### config.mk
export PLATFORM = sky130hd
export DESIGN_NAME = cfi_id_bank
export DESIGN_NICKNAME = d
export VERILOG_FILES = /design/src/verilog/cfi_pkg.sv /design/src/verilog/cfi_dec_if.sv /design/src/verilog/cfi_id_bank.sv /design/src/verilog/cfi_decode.sv /design/src/verilog/cfi_bank_reg.sv
export SDC_FILE = /design/constraint.sdc
export NUM_CORES = 1
export LEC_CHECK = 0
export BUFFER_PORTS_ARGS = -buffer_cell sky130_fd_sc_hd__clkbuf_2
export CAP_MARGIN = 20
export CORE_MARGIN = 2
export CORE_UTILIZATION = 35
export CTS_BUF_LIST = sky130_fd_sc_hd__clkbuf_4
export DETAILED_ROUTE_END_ITERATION = 7
export GPL_TIMING_DRIVEN = 0
export SYNTH_ARGS = -nofsm -noshare
export SYNTH_HDL_FRONTEND = slang
export SYNTH_HIERARCHICAL = 1
export SYNTH_SLANG_ARGS = --single-unit
### constraint.sdc
create_clock -name mclk -period 1.5 [get_ports mclk]
set_input_delay 0.45 -clock mclk [delete_from_list [all_inputs] [get_ports mclk]]
set_output_delay 0.45 -clock mclk [all_outputs]
set_load 0.02 [all_outputs]
### src/verilog/cfi_pkg.sv
// Constants, types and field layouts of the identification and selection bank.
// Assumes one core clock, and requests from core logic on that same clock.
package cfi_pkg;

  // ***************************************************
  // Register coordinates (first opcode, crn, crm, second opcode)
  // ***************************************************
  localparam logic [2:0] OPC1_FEAT  = 3'h0;
  localparam logic [2:0] OPC1_CACHE = 3'h1;
  localparam logic [2:0] OPC1_CSEL  = 3'h2;
  localparam logic [3:0] CRN_ID     = 4'h0;
  localparam logic [3:0] CRN_CTRL   = 4'h1;
  localparam logic [3:0] CRM_ZERO   = 4'h0;
  localparam logic [3:0] CRM_FEAT   = 4'h2;
  localparam logic [2:0] OPC2_FEAT2 = 3'h2;
  localparam logic [2:0] OPC2_FEAT3 = 3'h3;
  localparam logic [2:0] OPC2_FEAT4 = 3'h4;
  localparam logic [2:0] OPC2_CSIZE = 3'h0;
  localparam logic [2:0] OPC2_CLVL  = 3'h1;
  localparam logic [2:0] OPC2_AUX   = 3'h7;
  localparam logic [2:0] OPC2_CSEL  = 3'h0;
  localparam logic [2:0] OPC2_SCTL  = 3'h0;

  // ***************************************************
  // Fixed identification words
  // ***************************************************
  localparam logic [31:0] FEAT2_VAL = 32'h2123_2041;
  localparam logic [31:0] FEAT3_VAL = 32'h1111_2131;
  localparam logic [31:0] FEAT4_VAL = 32'h0001_1000;
  localparam logic [31:0] CLVL_VAL  = 32'h0900_0003;
  localparam logic [31:0] AUX_VAL   = 32'h0000_0000;
  localparam logic [31:0] RSVD_VAL  = 32'h0000_0000;

  // ***************************************************
  // Cache size word fields
  // ***************************************************
  localparam int          CSZ_FLAG_POS  = 28;
  localparam int          CSZ_SETS_POS  = 13;
  localparam int          CSZ_WAYS_POS  = 3;
  localparam logic [3:0]  CSZ_FLAGS_I   = 4'h2;
  localparam logic [3:0]  CSZ_FLAGS_D   = 4'h7;
  localparam logic [14:0] CSZ_SETS_16K  = 15'h007f;
  localparam logic [14:0] CSZ_SETS_32K  = 15'h00ff;
  localparam logic [14:0] CSZ_SETS_64K  = 15'h01ff;
  localparam logic [14:0] CSZ_SETS      = CSZ_SETS_32K;
  localparam logic [9:0]  CSZ_WAYS      = 10'h003;
  localparam logic [2:0]  CSZ_LINE      = 3'h1;

  // ***************************************************
  // Cache select and control word fields
  // ***************************************************
  localparam int          CSEL_IND_POS  = 0;
  localparam logic        CSEL_RST      = 1'b0;
  localparam int          SCTL_M_POS    = 0;
  localparam int          SCTL_C_POS    = 2;
  localparam int          SCTL_SO_POS   = 10;
  localparam int          SCTL_Z_POS    = 11;
  localparam int          SCTL_I_POS    = 12;
  localparam int          SCTL_NMFI_POS = 27;
  localparam logic [3:0]  SCTL_BANK_RST = 4'h0;
  localparam logic        SCTL_SO_RST   = 1'b0;
  localparam logic [31:0] SCTL_RAO_MASK = 32'h00c5_0078;

  // Decoded register selection
  typedef enum logic [3:0] {
    CFI_SEL_NONE,
    CFI_SEL_FEAT2,
    CFI_SEL_FEAT3,
    CFI_SEL_FEAT4,
    CFI_SEL_RSVD,
    CFI_SEL_CSIZE,
    CFI_SEL_CLVL,
    CFI_SEL_AUX,
    CFI_SEL_CSEL,
    CFI_SEL_SCTL
  } cfi_sel_t;

endpackage

### src/verilog/cfi_dec_if.sv
// Carries the instruction coordinates to the decoder and the selection back.
// Assumes the core module drives the fields and reads the selection.
interface cfi_dec_if;
  logic [2:0]        opc1;
  logic [3:0]        crn;
  logic [3:0]        crm;
  logic [2:0]        opc2;
  cfi_pkg::cfi_sel_t sel;

  modport dec  (input opc1, input crn, input crm, input opc2, output sel);
  modport core (output opc1, output crn, output crm, output opc2, input sel);
endinterface

### src/verilog/cfi_id_bank.sv
// Identification and cache selection bank of the system control coprocessor.
// Assumes requests come from core logic on mclk and hold for one cycle each.
module cfi_id_bank
  import cfi_pkg::*;
(
  input  wire logic        mclk,              // Core clock
  input  wire logic        reset,             // Asynchronous reset, high
  input  wire logic        cp_valid,          // Coprocessor move request
  input  wire logic        cp_write,          // 1 write to bank, 0 read
  input  wire logic [2:0]  cp_opc1,           // First opcode
  input  wire logic [3:0]  cp_crn,            // Primary register
  input  wire logic [3:0]  cp_crm,            // Secondary register
  input  wire logic [2:0]  cp_opc2,           // Second opcode
  input  wire logic [31:0] cp_wdata,          // Write data
  input  wire logic        cp_priv,           // Requester is privileged
  input  wire logic        cp_ns,             // Requester is non-secure
  input  wire logic        sec_wr_disable,    // Blocks secure control writes
  input  wire logic        nmfi_pin,          // Fast interrupt mask strap
  output logic      [31:0] cp_rdata,          // Read data
  output logic             cp_done,           // Access completed
  output logic             cp_undef,          // Undefined instruction
  output logic             cp_unclaimed,      // Not a register of this bank
  output logic             mmu_enable,        // Translation on
  output logic             dcache_enable,     // Data caching on
  output logic             flow_pred_enable,  // Flow prediction on
  output logic             icache_enable,     // Instruction caching on
  output logic             icache_selected    // Select picks instr cache
);
  import cfi_pkg::*;

  // ***************************************************
  // Decode and banked storage
  // ***************************************************

  cfi_dec_if dec_bus ();

  // Coordinates go to the decoder straight from the request
  assign dec_bus.opc1 = cp_opc1;
  assign dec_bus.crn  = cp_crn;
  assign dec_bus.crm  = cp_crm;
  assign dec_bus.opc2 = cp_opc2;

  cfi_decode u_decode (
    .dec (dec_bus.dec)
  );

  logic        csel_wr;
  logic        csel_q;
  logic        sctl_wr;
  logic [3:0]  sctl_wdata;
  logic [3:0]  sctl_q;
  logic [3:0]  sctl_ns_q;
  logic        rd_ns;

  // Cache select is banked per security state
  cfi_bank_reg #(
    .W   (1),
    .RST (CSEL_RST)
  ) u_csel (
    .mclk  (mclk),
    .reset (reset),
    .wr_en (csel_wr),
    .wr_ns (cp_ns),
    .wdata (cp_wdata[CSEL_IND_POS]),
    .rd_ns (rd_ns),
    .q     (csel_q),
    .q_sec ()
  );

  // Banked enables of the control word: M, C, Z, I
  cfi_bank_reg #(
    .W   (4),
    .RST (SCTL_BANK_RST)
  ) u_sctl (
    .mclk  (mclk),
    .reset (reset),
    .wr_en (sctl_wr),
    .wr_ns (cp_ns),
    .wdata (sctl_wdata),
    .rd_ns (rd_ns),
    .q     (sctl_q),
    .q_sec ()
  );

  // Copy picked by the requesting world (rd_ns), used for the live enables in both worlds
  assign sctl_ns_q = sctl_q;

  // ***************************************************
  // State of this module
  // ***************************************************

  typedef struct packed {
    logic [31:0] rdata;     // Registered read data
    logic        done;      // Completion pulse
    logic        undef;     // Undefined instruction pulse
    logic        unclaimed; // Not ours pulse
    logic        so_bit;    // Secure-only control bit
    logic        nmfi_m;    // Strap synchroniser, first stage
    logic        nmfi_s;    // Strap synchroniser, second stage
    logic        world_ns;  // Security state of the last access
  } cfi_state_t;

  cfi_state_t st_reg;
  cfi_state_t st_next;

  // ***************************************************
  // Read value helpers
  // ***************************************************

  // Cache size word for the cache that the select bit picks
  function automatic logic [31:0] csize_word(input logic instr_not_data_select);
    logic [3:0] flags;
    flags = instr_not_data_select ? CSZ_FLAGS_I : CSZ_FLAGS_D;
    csize_word = '0;
    csize_word[CSZ_FLAG_POS +: 4]  = flags;
    csize_word[CSZ_SETS_POS +: 15] = CSZ_SETS;
    csize_word[CSZ_WAYS_POS +: 10] = CSZ_WAYS;
    csize_word[2:0]                = CSZ_LINE;
  endfunction

  // Control word readback: fixed ones, strap, secure-only, banked bits
  function automatic logic [31:0] sctl_word(
    input logic [3:0] bank,
    input logic       so,
    input logic       nmfi
  );
    sctl_word = SCTL_RAO_MASK;
    sctl_word[SCTL_M_POS]    = bank[0];
    sctl_word[SCTL_C_POS]    = bank[1];
    sctl_word[SCTL_Z_POS]    = bank[2];
    sctl_word[SCTL_I_POS]    = bank[3];
    sctl_word[SCTL_SO_POS]   = so;
    sctl_word[SCTL_NMFI_POS] = nmfi;
  endfunction

  // ***************************************************
  // Access qualification
  // ***************************************************

  logic claimed;
  logic user_fault;
  logic sdis_fault;
  logic fault;
  logic do_write;

  // Reads pick the copy of the requesting world
  assign rd_ns = cp_ns;

  // Every register here refuses user mode outright
  assign claimed    = (dec_bus.sel != CFI_SEL_NONE);
  assign user_fault = claimed && !cp_priv;
  // Secure control writes are blocked while the disable input is high
  assign sdis_fault = (dec_bus.sel == CFI_SEL_SCTL) && cp_write && cp_priv
                      && !cp_ns && sec_wr_disable;
  assign fault      = user_fault || sdis_fault;
  assign do_write   = cp_valid && cp_write && claimed && !fault;

  // Only two registers hold writable state; others drop the data
  assign csel_wr    = do_write && (dec_bus.sel == CFI_SEL_CSEL);
  assign sctl_wr    = do_write && (dec_bus.sel == CFI_SEL_SCTL);

  // Banked enable bits gathered from the write word
  assign sctl_wdata = {cp_wdata[SCTL_I_POS], cp_wdata[SCTL_Z_POS],
                       cp_wdata[SCTL_C_POS], cp_wdata[SCTL_M_POS]};

  // ***************************************************
  // Next state
  // ***************************************************

  // One cycle per access; pulses fall back on the following cycle
  always_comb
  begin
    st_next           = st_reg;
    st_next.done      = 1'b0;
    st_next.undef     = 1'b0;
    st_next.unclaimed = 1'b0;
    // Strap is a pin: two stages before anything reads it
    st_next.nmfi_m    = nmfi_pin;
    st_next.nmfi_s    = st_reg.nmfi_m;

    if (cp_valid)
    begin
      st_next.world_ns = cp_ns;
      if (!claimed)
      begin
        // Left for whichever bank owns these coordinates
        st_next.unclaimed = 1'b1;
        st_next.rdata     = '0;
      end
      else if (fault)
      begin
        // Faulting access returns nothing and changes nothing
        st_next.undef = 1'b1;
        st_next.rdata = '0;
      end
      else
      begin
        st_next.done = 1'b1;
        if (cp_write)
        begin
          // Write data is never echoed back
          st_next.rdata = '0;
          // Secure-only bit moves only for secure writers
          if (dec_bus.sel == CFI_SEL_SCTL && !cp_ns)
            st_next.so_bit = cp_wdata[SCTL_SO_POS];
        end
        else
        begin
          unique case (dec_bus.sel)
            CFI_SEL_FEAT2: st_next.rdata = FEAT2_VAL;
            CFI_SEL_FEAT3: st_next.rdata = FEAT3_VAL;
            CFI_SEL_FEAT4: st_next.rdata = FEAT4_VAL;
            CFI_SEL_RSVD:  st_next.rdata = RSVD_VAL;
            CFI_SEL_CSIZE: st_next.rdata = csize_word(csel_q);
            CFI_SEL_CLVL:  st_next.rdata = CLVL_VAL;
            CFI_SEL_AUX:   st_next.rdata = AUX_VAL;
            // Level bits and upper bits always read zero
            CFI_SEL_CSEL:  st_next.rdata = {31'h0, csel_q};
            CFI_SEL_SCTL:  st_next.rdata = sctl_word(sctl_q, st_reg.so_bit,
                                                     st_reg.nmfi_s);
            default:       st_next.rdata = '0;
          endcase
        end
      end
    end
  end

  // ***************************************************
  // State register
  // ***************************************************

  // Everything clears to zero, so all enables start off
  always_ff @(posedge mclk or posedge reset)
  begin
    if (reset)
    begin
      st_reg <= '{rdata: 32'h0, done: 1'b0, undef: 1'b0, unclaimed: 1'b0,
                  so_bit: SCTL_SO_RST, nmfi_m: 1'b0, nmfi_s: 1'b0,
                  world_ns: 1'b0};
    end
    else
      st_reg <= st_next;
  end

  // ***************************************************
  // Outputs
  // ***************************************************

  assign cp_rdata     = st_reg.rdata;
  assign cp_done      = st_reg.done;
  assign cp_undef     = st_reg.undef;
  assign cp_unclaimed = st_reg.unclaimed;

  // Live enables follow the world of the requester's current state
  assign mmu_enable       = sctl_ns_q[0];
  assign dcache_enable    = sctl_ns_q[1];
  assign flow_pred_enable = sctl_ns_q[2];
  assign icache_enable    = sctl_ns_q[3];

  // Which cache the size word currently describes
  assign icache_selected  = csel_q;

endmodule

### src/verilog/cfi_decode.sv
// Maps coprocessor instruction coordinates onto one register of the bank.
// Assumes the coprocessor number was already matched upstream.
module cfi_decode
  import cfi_pkg::*;
(
  cfi_dec_if.dec dec // Coordinates in, selection out
);

  // ***************************************************
  // Coordinate decode
  // ***************************************************
  // Unknown coordinates fall to NONE so another bank may claim them
  always_comb
  begin
    dec.sel = CFI_SEL_NONE;
    if (dec.opc1 == OPC1_FEAT && dec.crn == CRN_ID && dec.crm == CRM_FEAT)
    begin
      unique case (dec.opc2)
        OPC2_FEAT2: dec.sel = CFI_SEL_FEAT2;
        OPC2_FEAT3: dec.sel = CFI_SEL_FEAT3;
        OPC2_FEAT4: dec.sel = CFI_SEL_FEAT4;
        3'h5, 3'h6, 3'h7: dec.sel = CFI_SEL_RSVD;
        default: dec.sel = CFI_SEL_NONE; // Lower words live elsewhere
      endcase
    end
    else if (dec.opc1 == OPC1_CACHE && dec.crn == CRN_ID && dec.crm == CRM_ZERO)
    begin
      if (dec.opc2 == OPC2_CSIZE)
        dec.sel = CFI_SEL_CSIZE;
      else if (dec.opc2 == OPC2_CLVL)
        dec.sel = CFI_SEL_CLVL;
      else if (dec.opc2 == OPC2_AUX)
        dec.sel = CFI_SEL_AUX;
    end
    else if (dec.opc1 == OPC1_CSEL && dec.crn == CRN_ID && dec.crm == CRM_ZERO
             && dec.opc2 == OPC2_CSEL)
      dec.sel = CFI_SEL_CSEL;
    else if (dec.opc1 == OPC1_FEAT && dec.crn == CRN_CTRL && dec.crm == CRM_ZERO
             && dec.opc2 == OPC2_SCTL)
      dec.sel = CFI_SEL_SCTL;
  end

endmodule

### src/verilog/cfi_bank_reg.sv
// One register field held as a secure copy and a non-secure copy.
// Assumes the caller has already checked privilege and security rights.
module cfi_bank_reg
  import cfi_pkg::*;
#(
  parameter int              W   = 1,   // Field width
  parameter logic [W-1:0]    RST = '0   // Reset value of both copies
)
(
  input  wire logic          mclk,      // Core clock
  input  wire logic          reset,     // Asynchronous reset, high
  input  wire logic          wr_en,     // Write strobe
  input  wire logic          wr_ns,     // Write targets non-secure copy
  input  wire logic [W-1:0]  wdata,     // Write data
  input  wire logic          rd_ns,     // Read the non-secure copy
  output logic      [W-1:0]  q,         // Copy chosen by rd_ns
  output logic      [W-1:0]  q_sec      // Secure copy
);

  typedef struct packed {
    logic [W-1:0] s;
    logic [W-1:0] ns;
  } cfi_bank_t;

  cfi_bank_t st_reg;
  cfi_bank_t st_next;

  // Next state: only the addressed copy changes
  always_comb
  begin
    st_next = st_reg;
    if (wr_en && wr_ns)
      st_next.ns = wdata;
    else if (wr_en)
      st_next.s = wdata;
  end

  // State register
  always_ff @(posedge mclk or posedge reset)
  begin
    if (reset)
      st_reg <= '{s: RST, ns: RST};
    else
      st_reg <= st_next;
  end

  // Read selection
  assign q     = rd_ns ? st_reg.ns : st_reg.s;
  assign q_sec = st_reg.s;

endmodule

==> metrics.md <==
| Metric | Value |
|---|---|
| Run status | `finished, violations left` |
| Violated checks | `setup timing` |
| Num CTS Buffers | `5` |
| First-pass GRT wire length | `7.97 mm` |
| Clock Pin Slew Worst Setup and Hold Paths | `120 ps` |
| Final Util | `0.613` |
| Final Instance Area | `3650 um2` |
| Placed insts | `348` |
| Largest net degree at the start of global routing | `22` |
| Die width | `82.6 um` |
| Final period util | `1.63` |
| DP Worst Slack | `-1430 ps` |
| Slew HR | `0.554` |
| Max VDD drop | `0.320 mV` |
| Hold Path Class | `input port to flop` |
| Crit path time final | `2450 ps` |
| Final hold vios | `0` |
| Die Height | `82.6 um` |
| Nets@finish | `384` |
| Max Cap Violations | `0` |
| Most frequent cells in the layout | `buf_4, dfrtp_1, buf_6` |
| Grt ovf | `0` |
| Initial Util | `0.363` |
| Synth Area per Inst | `10.5 um2` |
| Final setup viols | `41` |
| Vias in the first global route | `1672` |
| Buf+Inv Stages, Crit Path | `1` |
| Detailed Routing Iterations Pass 1 | `4` |
| H-tree Lvls | `2` |
| Worst Path Arrival | `2700 ps` |
| Initial antenna violation count | `0` |
| Antenna diodes | `0` |
| Layout cell share with drive strength beyond 1 | `0.653` |
| I/O pin count | `94` |
| Layout area overhead | `68.7%` |
| Placed cell area | `2680 um2` |
| Mean number of vias per cell | `4.74` |
| Endpoint type of the worst setup path | `flop` |
| Final setup skew | `10.1 ps` |
| Critical-path cell list | `buf_8 > or4_4 > o21a_1 > a311oi_4 > nand2b_4 > or3_4 > nor2_4 > nor2b_4 > mux2_2` |
| Most common cell after layout, fill and taps aside | `buf_4` |
| Port bufs | `61` |
| Sink Count | `38` |
| Core ar. | `5960 um2` |
| Critical Path Start Type | `input port` |
| CP required | `1760 ps` |
| Residual DRC count | `0` |
| Row Count | `28` |
| Antenna Nets Post-Route | `0` |
| Post-Syn Instances | `207` |
| Wire per inst | `14.3 um` |
| Setup ws final | `-948 ps` |
| Final WL | `5.79 mm` |
| Slew Viols, Final | `0` |
| GRT Util Overall | `0.155` |
| Power per Cell Area | `539 nW/um2` |
| Root Buffer | `clkbuf_4` |
| Via count | `1923` |
| Peak per-stage delay on the critical path | `540 ps` |
| GPL Wtd Cong | `0.805` |
| Max clock buf depth | `2` |
| CTS tree | `yes` |
| Worst slew pin tran | `670 ps` |
| Max reg flops | `22` |
| DRT iter0 DRCs | `87` |
| Cell area after synthesis | `2160 um2` |
| Yosys warns | `6` |
| Delay-heaviest family, CP | `simple AND/OR/NAND/NOR gates` |
| Fillers | `502` |
| Crit Path Max Fanout | `4` |
| Kind of critical path | `input port to flop` |
| Pleak | `1.80 nW` |
| Layout Cells excl Fill | `406` |
| RSZ-0062 raised after global routing | `true` |
| DIE AREA | `6830 um2` |
| Max Fclk | `0.409 GHz` |
| DPL Wire Length | `3.55 mm` |
| Skew-Pair Late Insertion Delay | `350 ps` |
| CP max-delay cell | `or4_4` |
[layer usage]
layer	GRT usage	share of wire	vias up
li1	-	-	942
met1	0.209	0.43	927
met2	0.252	0.52	49
met3	0.0196	0.036	5
met4	0.0607	0.011	0
met5	0	0	-
[what timing repair did]
action	in CTS	in global routing
buffers inserted	21	31
cloned	0	0
pin swaps	11	4
hold buffers	1	0
endpoints found under the setup margin	49	67
gates resized for setup	58	102
endpoints found under the hold margin	2	0
[worst reg2reg max path: cells and delay by family, from the launching register on]
kind / cells / cell delay [ps]
simple gates: 1 / 110
buf+inv: 2 / 260
flops: 1 / 420
mux: 1 / 290
compound gates: 2 / 250
[per-stage QoR]
stage / TNS, ps / hold WS (ps) / total power [W]
after global placement: -39480 / 313 / 0.00120
after CTS: -25390 / 197 / 0.00197
after global routing: -27310 / 184 / 0.00205
after floorplan: -26540 / 191 / 0.00113
final: -24470 / 195 / 0.00197
after detailed placement: -40130 / 316 / 0.00121
[worst paths after layout]
| kind | startpoint | to | slack, ps | cells after the start |
|---|---|---|---|---|
| max in group asynchronous | reset | cp_rdata[19] | 420 | 4 |
| setup reg to reg | u_sctl/st_reg[0] | cp_rdata[0] | 60 | 6 |
| hold / removal | nmfi_pin | st_next[1] | 190 | 1 |
| min in group asynchronous | reset | u_csel/q_sec | 490 | 3 |
| hold reg to reg | st_next[1] | st_reg[1] | 370 | 0 |
| setup / recovery | cp_opc2[2] | u_sctl/q_sec[0] | -950 | 9 |
[power breakdown]
group	switching, W	total (W)	leakage (nW)	internal [W]
Sequential	0.00000108	0.00103	0.523	0.00103
Combinational	0.000118	0.000198	1.23	0.0000800
Clock	0.000350	0.000740	0.0463	0.000390
Total	0.000469	0.00197	1.80	0.00150
[area by class of cell]
| type | count | area (um2) | area share |
|---|---|---|---|
| Inverter | 11 | 41.3 | 0.0113 |
| Buffer | 37 | 315 | 0.0864 |
| Tap cell | 75 | 93.8 | 0.0257 |
| Sequential cell | 38 | 952 | 0.261 |
| Timing Repair Buffer | 113 | 962 | 0.264 |
| Clock inverter | 1 | 30.0 | 0.00823 |
| Clock buffer | 7 | 52.6 | 0.0144 |
| Multi-Input combinational cell | 124 | 1200 | 0.329 |
Note: power is estimated with default switching activity, not from simulation.
